**config.mk**
```make
export PLATFORM = sky130hd
export DESIGN_NAME = cxc_core
export DESIGN_NICKNAME = d
export VERILOG_FILES = /design/src/cxc_pkg.sv /design/src/cxc_core.sv
export SDC_FILE = /design/constraint.sdc
export NUM_CORES = 2
export LEC_CHECK = 0
export BUFFER_PORTS_ARGS = -buffer_cell sky130_fd_sc_hd__clkbuf_2
export CAP_MARGIN = 15
export CORE_MARGIN = 5
export CORE_UTILIZATION = 65
export DETAILED_ROUTE_END_ITERATION = 10
export MAX_ROUTING_LAYER = met4
export PLACE_DENSITY = 0.92
export SYNTH_ARGS = -nofsm -noshare
export SYNTH_HDL_FRONTEND = slang
export SYNTH_SLANG_ARGS = --single-unit
```
**constraint.sdc**
```tcl
create_clock -name clk -period 16.3 [get_ports clk]
set_clock_uncertainty 0.2 [all_clocks]
set_input_delay 1.63 -clock clk [delete_from_list [all_inputs] [get_ports clk]]
set_output_delay 1.63 -clock clk [all_outputs]
set_load 0.02 [all_outputs]
```
**src/cxc_pkg.sv**
```systemverilog
package cxc_pkg;
	// ---------------------------------------------------------------
	// Operation classes on the issue port
	// ---------------------------------------------------------------
	localparam logic [3:0] OP_ALU = 4'h0;
	localparam logic [3:0] OP_SHIFT = 4'h1;
	localparam logic [3:0] OP_BIT = 4'h2;
	localparam logic [3:0] OP_MUL = 4'h3;
	localparam logic [3:0] OP_DIV = 4'h4;
	localparam logic [3:0] OP_BRANCH = 4'h5;
	localparam logic [3:0] OP_PUSH = 4'h6;
	localparam logic [3:0] OP_POP = 4'h7;
	localparam logic [3:0] OP_MAC = 4'h8;
	// Function selects, meaning depends on the class
	localparam logic [1:0] FN_ADD = 2'h0;
	localparam logic [1:0] FN_SUB = 2'h1;
	localparam logic [1:0] FN_AND = 2'h2;
	localparam logic [1:0] FN_OR = 2'h3;
	localparam logic [1:0] FN_SHL = 2'h0;
	localparam logic [1:0] FN_SHR = 2'h1;
	localparam logic [1:0] FN_ROL = 2'h2;
	localparam logic [1:0] FN_ASHR = 2'h3;
	localparam logic [1:0] FN_MAC_MUL = 2'h0;
	localparam logic [1:0] FN_MAC_ACC = 2'h1;
	localparam logic [1:0] FN_MAC_ADD32 = 2'h2;
	// ---------------------------------------------------------------
	// Cycle counts per class
	// ---------------------------------------------------------------
	localparam logic [4:0] CYC_ONE = 5'h01;
	localparam logic [4:0] CYC_BRANCH = 5'h02;
	localparam logic [4:0] CYC_JC_HIT = 5'h01;
	localparam logic [4:0] CYC_MUL = 5'h05;
	localparam logic [4:0] CYC_DIV = 5'h0A;
	// ---------------------------------------------------------------
	// Sizes and reset values
	// ---------------------------------------------------------------
	localparam int PIPE_STAGES = 4;
	localparam int GPR_COUNT = 16;
	localparam int STACK_BYTES = 2048;
	localparam logic [15:0] STACK_BASE = 16'hF000;
	localparam logic [15:0] STACK_MASK = 16'h07FF;
	localparam logic [15:0] SP_RST = 16'hF7FE;
	localparam logic [15:0] CP_RST = 16'hFC00;
	localparam logic [15:0] WORD_STEP = 16'h0002;
	localparam int MAC_ACC_W = 40;

	typedef enum logic [1:0] {
		CXC_IDLE = 2'b01,
		CXC_BUSY = 2'b10
	} cxc_state_t;
endpackage

```
**src/cxc_core.sv**
```systemverilog
`timescale 1ns/1ns
// Summary of operation
// - Instructions flow through four pipeline stages around a 16-bit ALU.
// - Multiply, divide, bit-mask generation and barrel shifting have their own logic.
// - Shifts and rotates of any distance, like most instructions, take one cycle.
// - A taken branch holds the pipeline two cycles unless the jump cache serves it.
// - A 16 by 16 multiply delivers its result after five cycles.
// - A 32 by 16 divide delivers its result after ten cycles.
// - A jump repeated in a loop hits the jump cache and takes one cycle.
// - The sixteen general registers live in internal work RAM, not in flip-flops.
// - Each general register address is the context base pointer plus twice its index.
// - Banks are limited only by RAM size and may overlap freely.
// - The system stack spans at most 2048 bytes of RAM, reached through the stack pointer.
// - A push compares the decremented stack pointer with the upper bound only, a pop the incremented one with the lower bound only.
// - Up to two operands per cycle are handed to the multiply-accumulate coprocessor.
// - The coprocessor has a multiply-accumulate unit and a repeat unit.
// - The coprocessor adds multiply, multiply-accumulate and 32-bit signed add.
module cxc_core
	import cxc_pkg::*;
#(
	parameter int DW = 16
) (
	input wire logic clk,
	input wire logic nrst,
	input wire logic issue_valid,
	output logic issue_ready,
	input wire logic [3:0] issue_op,
	input wire logic [1:0] issue_fn,
	input wire logic [DW-1:0] src_a,
	input wire logic [DW-1:0] src_b,
	input wire logic [DW-1:0] src_hi,
	input wire logic [3:0] shift_amt,
	input wire logic [3:0] dst_sel,
	input wire logic [3:0] mac_repeat,
	input wire logic br_taken,
	input wire logic [15:0] br_pc,
	input wire logic [15:0] br_target,
	input wire logic cp_wr,
	input wire logic [15:0] cp_wdata,
	input wire logic sp_wr,
	input wire logic [15:0] sp_wdata,
	input wire logic [15:0] stack_upper_bound,
	input wire logic [15:0] stack_lower_bound,
	input wire logic stk_flag_clr,
	output logic [15:0] context_base_pointer,
	output logic [15:0] stack_pointer,
	output logic stk_ovf_flag,
	output logic stk_unf_flag,
	output logic res_valid,
	output logic [DW-1:0] res_data,
	output logic [DW-1:0] res_hi,
	output logic br_redirect,
	output logic [15:0] br_dest,
	output logic ram_we,
	output logic ram_re,
	output logic [15:0] ram_addr,
	output logic [DW-1:0] ram_wdata,
	output logic mac_strobe,
	output logic [DW-1:0] mac_op1,
	output logic [DW-1:0] mac_op2,
	output logic [MAC_ACC_W-1:0] mac_acc,
	output logic [PIPE_STAGES-1:0] stage_valid
);
	// ---------------------------------------------------------------
	// Decode and latency selection
	// ---------------------------------------------------------------
	cxc_state_t state_q, state_d;
	logic [4:0] cnt_q;
	logic [15:0] cp_q, sp_q;
	logic jc_valid_q;
	logic [15:0] jc_tag_q;
	logic [DW-1:0] pend_res_q, pend_hi_q;
	logic pend_we_q, pend_br_q, pend_mac_q;
	logic [1:0] pend_fn_q;
	logic [15:0] pend_addr_q, pend_dest_q;
	logic ovf_q, unf_q;
	logic [PIPE_STAGES-1:0] stage_q;

	wire accept = issue_valid && issue_ready;
	wire busy = (state_q == CXC_BUSY);
	wire is_mac = (issue_op == OP_MAC);
	wire jc_hit = jc_valid_q && (jc_tag_q == br_pc);
	wire br_go = (issue_op == OP_BRANCH) && br_taken;
	wire [4:0] br_lat = jc_hit ? CYC_JC_HIT : CYC_BRANCH;
	wire [4:0] mac_lat = CYC_ONE + {1'b0, mac_repeat};
	wire [4:0] lat = (issue_op == OP_MUL) ? CYC_MUL :
		(issue_op == OP_DIV) ? CYC_DIV :
		br_go ? br_lat : is_mac ? mac_lat : CYC_ONE;
	wire finish = (accept && lat == CYC_ONE) || (busy && cnt_q == 5'h01);

	// Issue waits out every multi-cycle op so later ones see its result
	assign issue_ready = !busy;

	// ---------------------------------------------------------------
	// Execution units
	// ---------------------------------------------------------------
	// Barrel shifter: any distance in one pass, no iteration
	wire [31:0] rol_w = {src_a, src_a} << shift_amt;
	wire [DW-1:0] sh_res = (issue_fn == FN_SHL) ? src_a << shift_amt :
		(issue_fn == FN_SHR) ? src_a >> shift_amt :
		(issue_fn == FN_ROL) ? rol_w[31:16] :
		DW'($signed(src_a) >>> shift_amt);
	wire [DW-1:0] bmask = DW'(1) << shift_amt;
	wire [DW-1:0] bit_res = issue_fn[0] ? (src_a & ~bmask) : (src_a | bmask);
	wire [DW-1:0] alu_res = (issue_fn == FN_ADD) ? src_a + src_b :
		(issue_fn == FN_SUB) ? src_a - src_b :
		(issue_fn == FN_AND) ? src_a & src_b : src_a | src_b;
	wire [31:0] mul_u = src_a * src_b;
	// Operands are widened first, or the signed product loses its high half
	wire signed [31:0] mul_sa = 32'($signed(src_a));
	wire signed [31:0] mul_sb = 32'($signed(src_b));
	wire [31:0] mul_s = 32'(mul_sa * mul_sb);
	wire [31:0] mul_res = issue_fn[0] ? mul_s : mul_u;
	wire [31:0] dividend = {src_hi, src_a};
	wire div_zero = (src_b == '0);
	// A zero divisor gives all ones and returns the low dividend word
	wire [31:0] quot = div_zero ? 32'hFFFFFFFF : dividend / {16'h0000, src_b};
	wire [31:0] rem = div_zero ? {16'h0000, src_a} : dividend % {16'h0000, src_b};
	wire [DW-1:0] ex_res = (issue_op == OP_SHIFT) ? sh_res :
		(issue_op == OP_BIT) ? bit_res :
		(issue_op == OP_MUL) ? mul_res[15:0] :
		(issue_op == OP_DIV) ? quot[15:0] : alu_res;
	wire [DW-1:0] ex_hi = (issue_op == OP_MUL) ? mul_res[31:16] :
		(issue_op == OP_DIV) ? rem[15:0] : '0;
	wire ex_we = (issue_op <= OP_DIV);

	// ---------------------------------------------------------------
	// Register bank and stack addressing
	// ---------------------------------------------------------------
	// Bank placement is unchecked, so banks may overlap for parameter passing
	wire [15:0] cp_next = cp_wdata & ~16'h0001;
	wire [15:0] gpr_addr = cp_q + {11'h000, dst_sel, 1'b0};
	// Stack offset wraps inside its window so it never leaves the region
	wire [15:0] sp_dec = STACK_BASE | ((sp_q - WORD_STEP) & STACK_MASK);
	wire [15:0] sp_inc = STACK_BASE | ((sp_q + WORD_STEP) & STACK_MASK);
	wire do_push = accept && issue_op == OP_PUSH;
	wire do_pop = accept && issue_op == OP_POP;
	wire ovf_ev = do_push && (sp_dec < stack_upper_bound);
	wire unf_ev = do_pop && (sp_inc > stack_lower_bound);
	wire [15:0] sp_d = sp_wr ? sp_wdata : do_push ? sp_dec : do_pop ? sp_inc : sp_q;

	// ---------------------------------------------------------------
	// Coprocessor datapath
	// ---------------------------------------------------------------
	wire [DW-1:0] m_a = accept ? src_a : mac_op1;
	wire [DW-1:0] m_b = accept ? src_b : mac_op2;
	wire [1:0] m_fn = accept ? issue_fn : pend_fn_q;
	wire mac_step = (accept && is_mac) || (busy && pend_mac_q);
	wire signed [31:0] m_sa = 32'($signed(m_a));
	wire signed [31:0] m_sb = 32'($signed(m_b));
	wire [MAC_ACC_W-1:0] m_prod = MAC_ACC_W'(m_sa * m_sb);
	wire [MAC_ACC_W-1:0] m_w32 = MAC_ACC_W'($signed({m_b, m_a}));
	wire [MAC_ACC_W-1:0] acc_d = (m_fn == FN_MAC_MUL) ? m_prod :
		(m_fn == FN_MAC_ACC) ? mac_acc + m_prod : mac_acc + m_w32;

	// ---------------------------------------------------------------
	// Control state
	// ---------------------------------------------------------------
	always_comb begin
		state_d = state_q;
		unique case (state_q)
			CXC_IDLE: if (accept && lat != CYC_ONE) state_d = CXC_BUSY;
			CXC_BUSY: if (cnt_q == 5'h01) state_d = CXC_IDLE;
			default: state_d = CXC_IDLE;
		endcase
	end

	always_ff @(posedge clk or negedge nrst) begin
		if (!nrst) begin
			state_q <= CXC_IDLE;
			cnt_q <= '0;
		end else begin
			state_q <= state_d;
			cnt_q <= accept ? lat - 5'h01 : busy ? cnt_q - 5'h01 : cnt_q;
		end
	end

	always_ff @(posedge clk or negedge nrst) begin
		if (!nrst) begin
			pend_res_q <= '0;
			pend_hi_q <= '0;
			pend_we_q <= 1'b0;
			pend_br_q <= 1'b0;
			pend_mac_q <= 1'b0;
			pend_fn_q <= '0;
			pend_addr_q <= '0;
			pend_dest_q <= '0;
		end else if (accept) begin
			pend_res_q <= ex_res;
			pend_hi_q <= ex_hi;
			pend_we_q <= ex_we;
			pend_br_q <= br_go;
			pend_mac_q <= is_mac;
			pend_fn_q <= issue_fn;
			pend_addr_q <= gpr_addr;
			pend_dest_q <= br_target;
		end
	end

	always_ff @(posedge clk or negedge nrst) begin
		if (!nrst) begin
			jc_valid_q <= 1'b0;
			jc_tag_q <= '0;
		end else if (accept && br_go) begin
			jc_valid_q <= 1'b1;
			jc_tag_q <= br_pc;
		end
	end

	always_ff @(posedge clk or negedge nrst) begin
		if (!nrst) begin
			cp_q <= CP_RST;
			sp_q <= SP_RST;
			ovf_q <= 1'b0;
			unf_q <= 1'b0;
		end else begin
			cp_q <= cp_wr ? cp_next : cp_q;
			sp_q <= sp_d;
			// A new event beats a clear in the same cycle
			ovf_q <= ovf_ev | (ovf_q & ~stk_flag_clr);
			unf_q <= unf_ev | (unf_q & ~stk_flag_clr);
		end
	end

	// ---------------------------------------------------------------
	// Retire: results, writeback, branch, coprocessor outputs
	// ---------------------------------------------------------------
	wire stk_ram = do_push || do_pop;
	wire fin_we = busy ? pend_we_q : ex_we;
	wire fin_br = busy ? pend_br_q : br_go;

	always_ff @(posedge clk or negedge nrst) begin
		if (!nrst) begin
			res_valid <= 1'b0;
			res_data <= '0;
			res_hi <= '0;
			br_redirect <= 1'b0;
			br_dest <= '0;
			ram_we <= 1'b0;
			ram_re <= 1'b0;
			ram_addr <= '0;
			ram_wdata <= '0;
		end else begin
			res_valid <= finish;
			br_redirect <= finish && fin_br;
			ram_we <= (finish && fin_we) || do_push;
			ram_re <= do_pop;
			if (finish) begin
				res_data <= busy ? pend_res_q : ex_res;
				res_hi <= busy ? pend_hi_q : ex_hi;
				br_dest <= busy ? pend_dest_q : br_target;
			end
			if (stk_ram) begin
				ram_addr <= do_push ? sp_dec : sp_q;
				ram_wdata <= src_a;
			end else if (finish) begin
				ram_addr <= busy ? pend_addr_q : gpr_addr;
				ram_wdata <= busy ? pend_res_q : ex_res;
			end
		end
	end

	always_ff @(posedge clk or negedge nrst) begin
		if (!nrst) begin
			mac_strobe <= 1'b0;
			mac_op1 <= '0;
			mac_op2 <= '0;
			mac_acc <= '0;
			stage_q <= '0;
		end else begin
			mac_strobe <= accept && is_mac;
			if (accept && is_mac) begin
				mac_op1 <= src_a;
				mac_op2 <= src_b;
			end
			if (mac_step) mac_acc <= acc_d;
			stage_q <= {stage_q[PIPE_STAGES-2:0], accept};
		end
	end

	assign context_base_pointer = cp_q;
	assign stack_pointer = sp_q;
	assign stk_ovf_flag = ovf_q;
	assign stk_unf_flag = unf_q;
	assign stage_valid = stage_q;
endmodule

```
==> results.md, run 1 <==
| Metric | This run |
| --- | --- |
| Outcome | stopped before the end |
| Stage where the flow stopped | 5_1_grt |
| Error text reported by the tool | [ERROR GRT-0116] Global routing finished with congestion. Check the congestion regions in the DRC Viewer. |
| Number of buffers inserted during clock tree synthesis | 29 |
| Clock root cell | sky130_fd_sc_hd__clkbuf_16 |
| Count of input and output buffers | 362 |
| Boundary pin count | 365 |
| Async S/R FF share, synth | 1.00 |
| Grt total ovfl | 2718 |
| Post-synth top flop | sky130_fd_sc_hd__dfrtp_1 |
| Post-synthesis net count | 9879 |
| Yosys Warn Count | 0 |
| Global-route wire length before repair | 735 mm |
| # rows | 116 |
| Sequential cell area fraction in the yosys report | 0.109 |
| Number of global-route vias before repair | 108k |
| Height of the chip | 328 um |
| Largest net degree at the start of global routing | 92 |
| Largest family of logic cells by synthesized area | adder cells |
| Average footprint of a synthesized cell | 7.88 um^2 |
| Summed instance area of the synthesized netlist | 65700 um^2 |
| Post-synth EDFFs | 0 |
| Largest buffer count on any clock path | 3 |
| Post-synth cell types | 112 |
| DP Worst Slack | -69530 ps |
| Mux share of post-synthesis cell area | 0.0370 |
| Fraction of the mapped netlist area in compound gates | 0.206 |
| Initial cell density of the core | 0.656 |
| Die outline width | 328 um |
| Simple-gate share of the synthesized area | 0.188 |
| Routability-driven placement congestion ratio | 1.12 |
| Total number of clock tree sinks | 286 |
| Cell count after synthesis | 8329 |
| Register bit total from synthesis | 286 |
| Share of synthesized cell area in full adder, half adder and majority cells | 0.336 |
| Overall fraction of global-route tracks in use | 0.925 |
| CTS H-tree depth | 1 |
| Xor/xnor share of the synthesized area | 0.0535 |
| Half-perimeter wire length after placement | 224 mm |
| Quantity of hold-fixing buffers added after cts | 0 |
-- cell usage after synthesis, types with 16 or more instances --
| cell type | count | share of area |
|---|---|---|
| sky130_fd_sc_hd__a211oi_1 | 83 | 0.0095 |
| sky130_fd_sc_hd__a21boi_0 | 16 | 0.0018 |
| sky130_fd_sc_hd__a21o_1 | 114 | 0.013 |
| sky130_fd_sc_hd__a21oi_1 | 540 | 0.041 |
| sky130_fd_sc_hd__a31oi_1 | 71 | 0.0068 |
| sky130_fd_sc_hd__and2_1 | 57 | 0.0054 |
| sky130_fd_sc_hd__and3_1 | 30 | 0.0029 |
| sky130_fd_sc_hd__buf_1 | 52 | 0.0030 |
| sky130_fd_sc_hd__buf_2 | 21 | 0.0016 |
| sky130_fd_sc_hd__clkbuf_1 | 296 | 0.017 |
| sky130_fd_sc_hd__dfrtp_1 | 265 | 0.10 |
| sky130_fd_sc_hd__dfstp_2 | 21 | 0.0084 |
| sky130_fd_sc_hd__fa_1 | 634 | 0.19 |
| sky130_fd_sc_hd__ha_1 | 747 | 0.14 |
| sky130_fd_sc_hd__inv_1 | 821 | 0.047 |
| sky130_fd_sc_hd__mux2_2 | 127 | 0.022 |
| sky130_fd_sc_hd__mux2i_1 | 93 | 0.014 |
| sky130_fd_sc_hd__nand2_1 | 1011 | 0.058 |
| sky130_fd_sc_hd__nand2b_1 | 59 | 0.0056 |
| sky130_fd_sc_hd__nand3_1 | 127 | 0.0097 |
| sky130_fd_sc_hd__nand4_1 | 41 | 0.0039 |
| sky130_fd_sc_hd__nor2_1 | 831 | 0.047 |
| sky130_fd_sc_hd__nor2b_1 | 57 | 0.0054 |
| sky130_fd_sc_hd__nor3_1 | 280 | 0.021 |
| sky130_fd_sc_hd__nor4_1 | 42 | 0.0040 |
| sky130_fd_sc_hd__o211a_1 | 17 | 0.0026 |
| sky130_fd_sc_hd__o211ai_1 | 97 | 0.011 |
| sky130_fd_sc_hd__o21a_1 | 217 | 0.025 |
| sky130_fd_sc_hd__o21ai_0 | 393 | 0.030 |
| sky130_fd_sc_hd__o21ai_1 | 36 | 0.0027 |
| sky130_fd_sc_hd__o21bai_1 | 109 | 0.012 |
| sky130_fd_sc_hd__o22ai_1 | 22 | 0.0021 |
| sky130_fd_sc_hd__o31ai_1 | 116 | 0.013 |
| sky130_fd_sc_hd__or2_2 | 73 | 0.0070 |
| sky130_fd_sc_hd__or3_1 | 55 | 0.0052 |
| sky130_fd_sc_hd__or4_1 | 18 | 0.0021 |
| sky130_fd_sc_hd__xnor2_1 | 270 | 0.036 |
| sky130_fd_sc_hd__xor2_1 | 131 | 0.017 |
-- layer usage --
| metal | track usage | overflow |
|---|---|---|
| met5 | - | - |
| met2 | 1.01 | 1369 |
| met4 | 0.934 | 665 |
| met3 | 0.863 | 302 |
| met1 | 0.891 | 382 |
-- cells by family after synthesis --
kind of cell / count (synthesis)
DFF: 286
AOI/OAI and AO/OA: 2072
xor gates and xnor gates: 401
buffers and inverters: 1216
and+or+nand+nor: 2748
adders and majority gates: 1381
other: 1
muxes: 224
-- stage by stage --
| stage | TNS (ps) | cells | hold WS, ps | cell area [um^2] |
|---|---|---|---|---|
| 3_5_place_dp | -3018380 | 11200 | 170 | 80600 |
| 3_3_place_gp | -2707490 | 11200 | 158 | 80600 |
| 4_1_cts | -2827520 | 11400 | 185 | 84300 |
| 2_1_floorplan | -2935920 | 8329 | 234 | 67400 |
-- repair_timing --
| item | in CTS |
|---|---|
| resized for setup | 277 |
| pin swaps | 198 |
| setup endpoints to repair | 64 |
| setup buffers | 176 |
| cloned | 1 |
==> inputs of run 2 (changes only) <==
- CORE_UTILIZATION: 65 -> 40
- MAX_ROUTING_LAYER: met4 -> not set
- PLACE_DENSITY: 0.92 -> not set
- PLACE_DENSITY_LB_ADDON: not set -> 0.15
==> run 2 against run 1 <==
Compared with the run above:
- the flow now finishes, with violations (setup timing)
- synthesized cell count unchanged
- synthesized area unchanged
==> results.md, run 2 <==
| Metric | This run | vs previous |
| --- | --- | --- |
| Outcome | finished, violations left |  |
| Violations in the final reports | setup timing |  |
| Count of antenna-violating nets left after detailed routing | 0 |  |
| Slowest-stage cell, CP | sky130_fd_sc_hd__or4_4 |  |
| Number of setup violations in the final report | 64 |  |
| CTS H-tree depth | 1 | unchanged |
| Delay of the slowest cell on the worst path | 590 ps |  |
| Library cell occupying the most area in the post-synthesis netlist | sky130_fd_sc_hd__fa_1 |  |
| Highest net fanout along the worst path | 8 |  |
| DP Worst Slack | -65850 ps | +3670 ps |
| Clock latency on the worst-skew pair | 630 ps |  |
| Max-cap violations | 0 |  |
| Multi-input logic area | 57500 um^2 |  |
| Largest net degree at the start of global routing | 80 |  |
| Number of hold violations in the final report | 0 |  |
| Max reg flops | 40 |  |
| Overall fraction of global-route tracks in use | 0.310 |  |
| Count of filler cells inserted in the layout | 15.2k |  |
| Via count | 70.6k |  |
| FMAX | 12.5 MHz |  |
| Most used standard cells in the synthesized netlist | sky130_fd_sc_hd__nand2_1, sky130_fd_sc_hd__nor2_1, sky130_fd_sc_hd__inv_1 |  |
| Startpoint Class | input pin |  |
| Setup repair after global routing missed its margin | yes |  |
| Most common cell after layout, fill and taps aside | sky130_fd_sc_hd__buf_4 |  |
| Period minus WS final | 80110 ps |  |
| Layout net count | 12.2k |  |
| Height of the chip | 415 um | +27% |
| Number of design rule violations left after detail routing | 0 |  |
| Dpl cell area | 83000 um^2 | +3.0% |
| Post-synth top flop | sky130_fd_sc_hd__dfrtp_1 |  |
| Kind of critical path | in -> reg |  |
| Crit. End Element | flip-flop |  |
| Die area | 172000 um^2 |  |
| Routability-driven placement congestion ratio | 0.963 | -14% |
| Most instantiated library cell after synthesis | sky130_fd_sc_hd__nand2_1 |  |
| Register bit total from synthesis | 286 | unchanged |
| Area of the placeable core | 163000 um^2 |  |
| Total number of clock tree sinks | 286 | unchanged |
| Critical path arrival | 80370 ps |  |
| Share of the synthesized area in the top cell type | 0.193 | unchanged |
| Average footprint of a synthesized cell | 7.88 um^2 | unchanged |
| Async S/R FF share, synth | 1.00 | unchanged |
| Transition at the pin with the smallest max-transition slack | 1220 ps |  |
| Die outline width | 415 um | +27% |
| Count of input and output buffers | 362 | unchanged |
| Clock root cell | sky130_fd_sc_hd__clkbuf_16 |  |
| Clock-pin slew of the registers on the worst-case setup and hold paths | 70 ps |  |
| Cell count after synthesis | 8329 | unchanged |
| Total wire length after detailed routing | 278 mm |  |
| Yosys Warn Count | 0 | unchanged |
| CP most frequent cell | sky130_fd_sc_hd__o21a_1 |  |
| Post-synth cell types | 112 | unchanged |
| Grt total ovfl | 0 |  |
| Post-placement cell count | 12.2k | +9.3% |
| Commonest cells after routing, fill and taps aside | sky130_fd_sc_hd__buf_4, sky130_fd_sc_hd__nand2_1, sky130_fd_sc_hd__inv_1 |  |
| Antenna violations before repair | 15 |  |
| Worst relative slew slack | 0.179 |  |
| DRT iter0 DRCs | 4986 |  |
| TritonCTS clock tree | done |  |
| Routed length per instance | 21.7 um |  |
| Post-synth EDFFs | 0 | unchanged |
| Tcrit/Tclk final | 4.91 |  |
| # rows | 148 | +28% |
| Initial DRT Pass Iterations | 6 |  |
| Share of layout cells above drive strength 1 | 0.328 |  |
| Class of the worst hold path | reg -> reg |  |
| Worst endpoint required time | 16560 ps |  |
| Biggest register | mac_acc |  |
| Number of buffers inserted during clock tree synthesis | 29 | unchanged |
| Largest cells by area after synthesis | sky130_fd_sc_hd__fa_1, sky130_fd_sc_hd__ha_1, sky130_fd_sc_hd__dfrtp_1 |  |
| Count of buffering cells on the critical path with inverters included | 78 |  |
| Average vias per placed instance | 5.51 |  |
| Setup TNS Final | -2725090 ps |  |
| Global-route wire length before repair | 420 mm |  |
| Final standard cell area without fillers | 90800 um^2 |  |
| Initial cell density of the core | 0.403 | -0.253 |
| Number of global-route vias before repair | 71.7k |  |
| Summed instance area of the synthesized netlist | 65700 um^2 | unchanged |
| Growth of design area from synthesis to finish | 38.3% |  |
| Boundary pin count | 365 | unchanged |
| Sequential cell area fraction in the yosys report | 0.109 | unchanged |
| Largest buffer count on any clock path | 3 | unchanged |
| Post-synthesis net count | 9879 | unchanged |
| Final Instance Count excl. Fillers | 12.8k |  |
| Smallest setup slack after layout | -63810 ps |  |
| Half-perimeter wire length after placement | 214 mm | -4.4% |
| Final max-slew violation count | 0 |  |
| Total area of sequential cells | 7180 um^2 |  |
| CP top delay family | compound AO/OA/AOI/OAI gates |  |
-- run 2: cell counts after synthesis --
No cell type changed its count.
-- run 2: worst paths after layout --
kind,startpoint,to,slack (ps),depth (start not counted)
max in group asynchronous,nrst,res_hi[5],12690,3
hold / removal,stage_valid[0],stage_valid[1],180,0
setup reg to reg,state_q[0],mac_acc[39],2920,53
setup / recovery,src_b[15],pend_hi_q[10],-63810,437
hold reg to reg,stage_valid[0],stage_valid[1],180,0
min in group asynchronous,nrst,mac_acc[26],780,1
-- run 2: layer usage --
| layer | share of wire | vias to the layer above | global-route usage |
|---|---|---|---|
| li1 | - | 33300 | - |
| met1 | 0.41 | 34200 | 0.386 |
| met2 | 0.46 | 2352 | 0.521 |
| met3 | 0.068 | 694 | 0.0485 |
| met4 | 0.062 | 12 | 0.157 |
| met5 | 0.00029 | - | 0 |
-- run 2: worst reg2reg max path, delay by kind of cell (launching register included) --
family,cells,cell delay [ps]
compound gates,32,6410
flops,1,560
fa+ha+maj,8,3800
buf+inv,7,1220
xor+xnor,2,510
simple gates,4,580
-- run 2: final cells by class --
| class | instances | share of cell area |
|---|---|---|
| clock buffers | 40 | 0.00878 |
| clock inverters | 13 | 0.00240 |
| well taps | 2175 | 0.0300 |
| repair buffers | 2624 | 0.211 |
| diodes | 7 | 0.000193 |
| flip-flops and latches | 286 | 0.0791 |
| multi-input cells | 6827 | 0.634 |
| inverters | 838 | 0.0347 |
-- run 2: logic make-up (layout without fill, tap and decap cells) --
logic type | count (synthesis) | in the layout | synth area share
AO/OA/AOI/OAI | 2072 | 2072 | 0.206
XOR/XNOR | 401 | 401 | 0.0535
adder cells (fa/ha/maj) | 1381 | 1381 | 0.336
buffers and inverters | 1216 | 3515 | 0.0706
flip-flops | 286 | 286 | 0.109
multiplexers | 224 | 224 | 0.0370
other | 1 | 8 | 0.0000571
AND/OR/NAND/NOR | 2748 | 2748 | 0.188
-- run 2: repair_timing --
item | 4_1_cts | 5_1_grt
hold buffers | 0 | 0
gates resized for setup | 330 | 244
endpoints found under the setup margin | 64 | 64
buffers inserted | 407 | 136
pin swaps | 254 | 208
gates cloned | 3 | 0
-- run 2: stage by stage --
step	util	hold slack (ps)
floorplan	-	234
global placement	0.509	157
detailed placement	0.509	172
CTS	0.544	187
global route	0.557	199
finish	0.557	184
Power of run 2 is left out: the tool's default activity adds up to more than one toggle a clock period on the data nets, which glitch-free logic cannot reach.
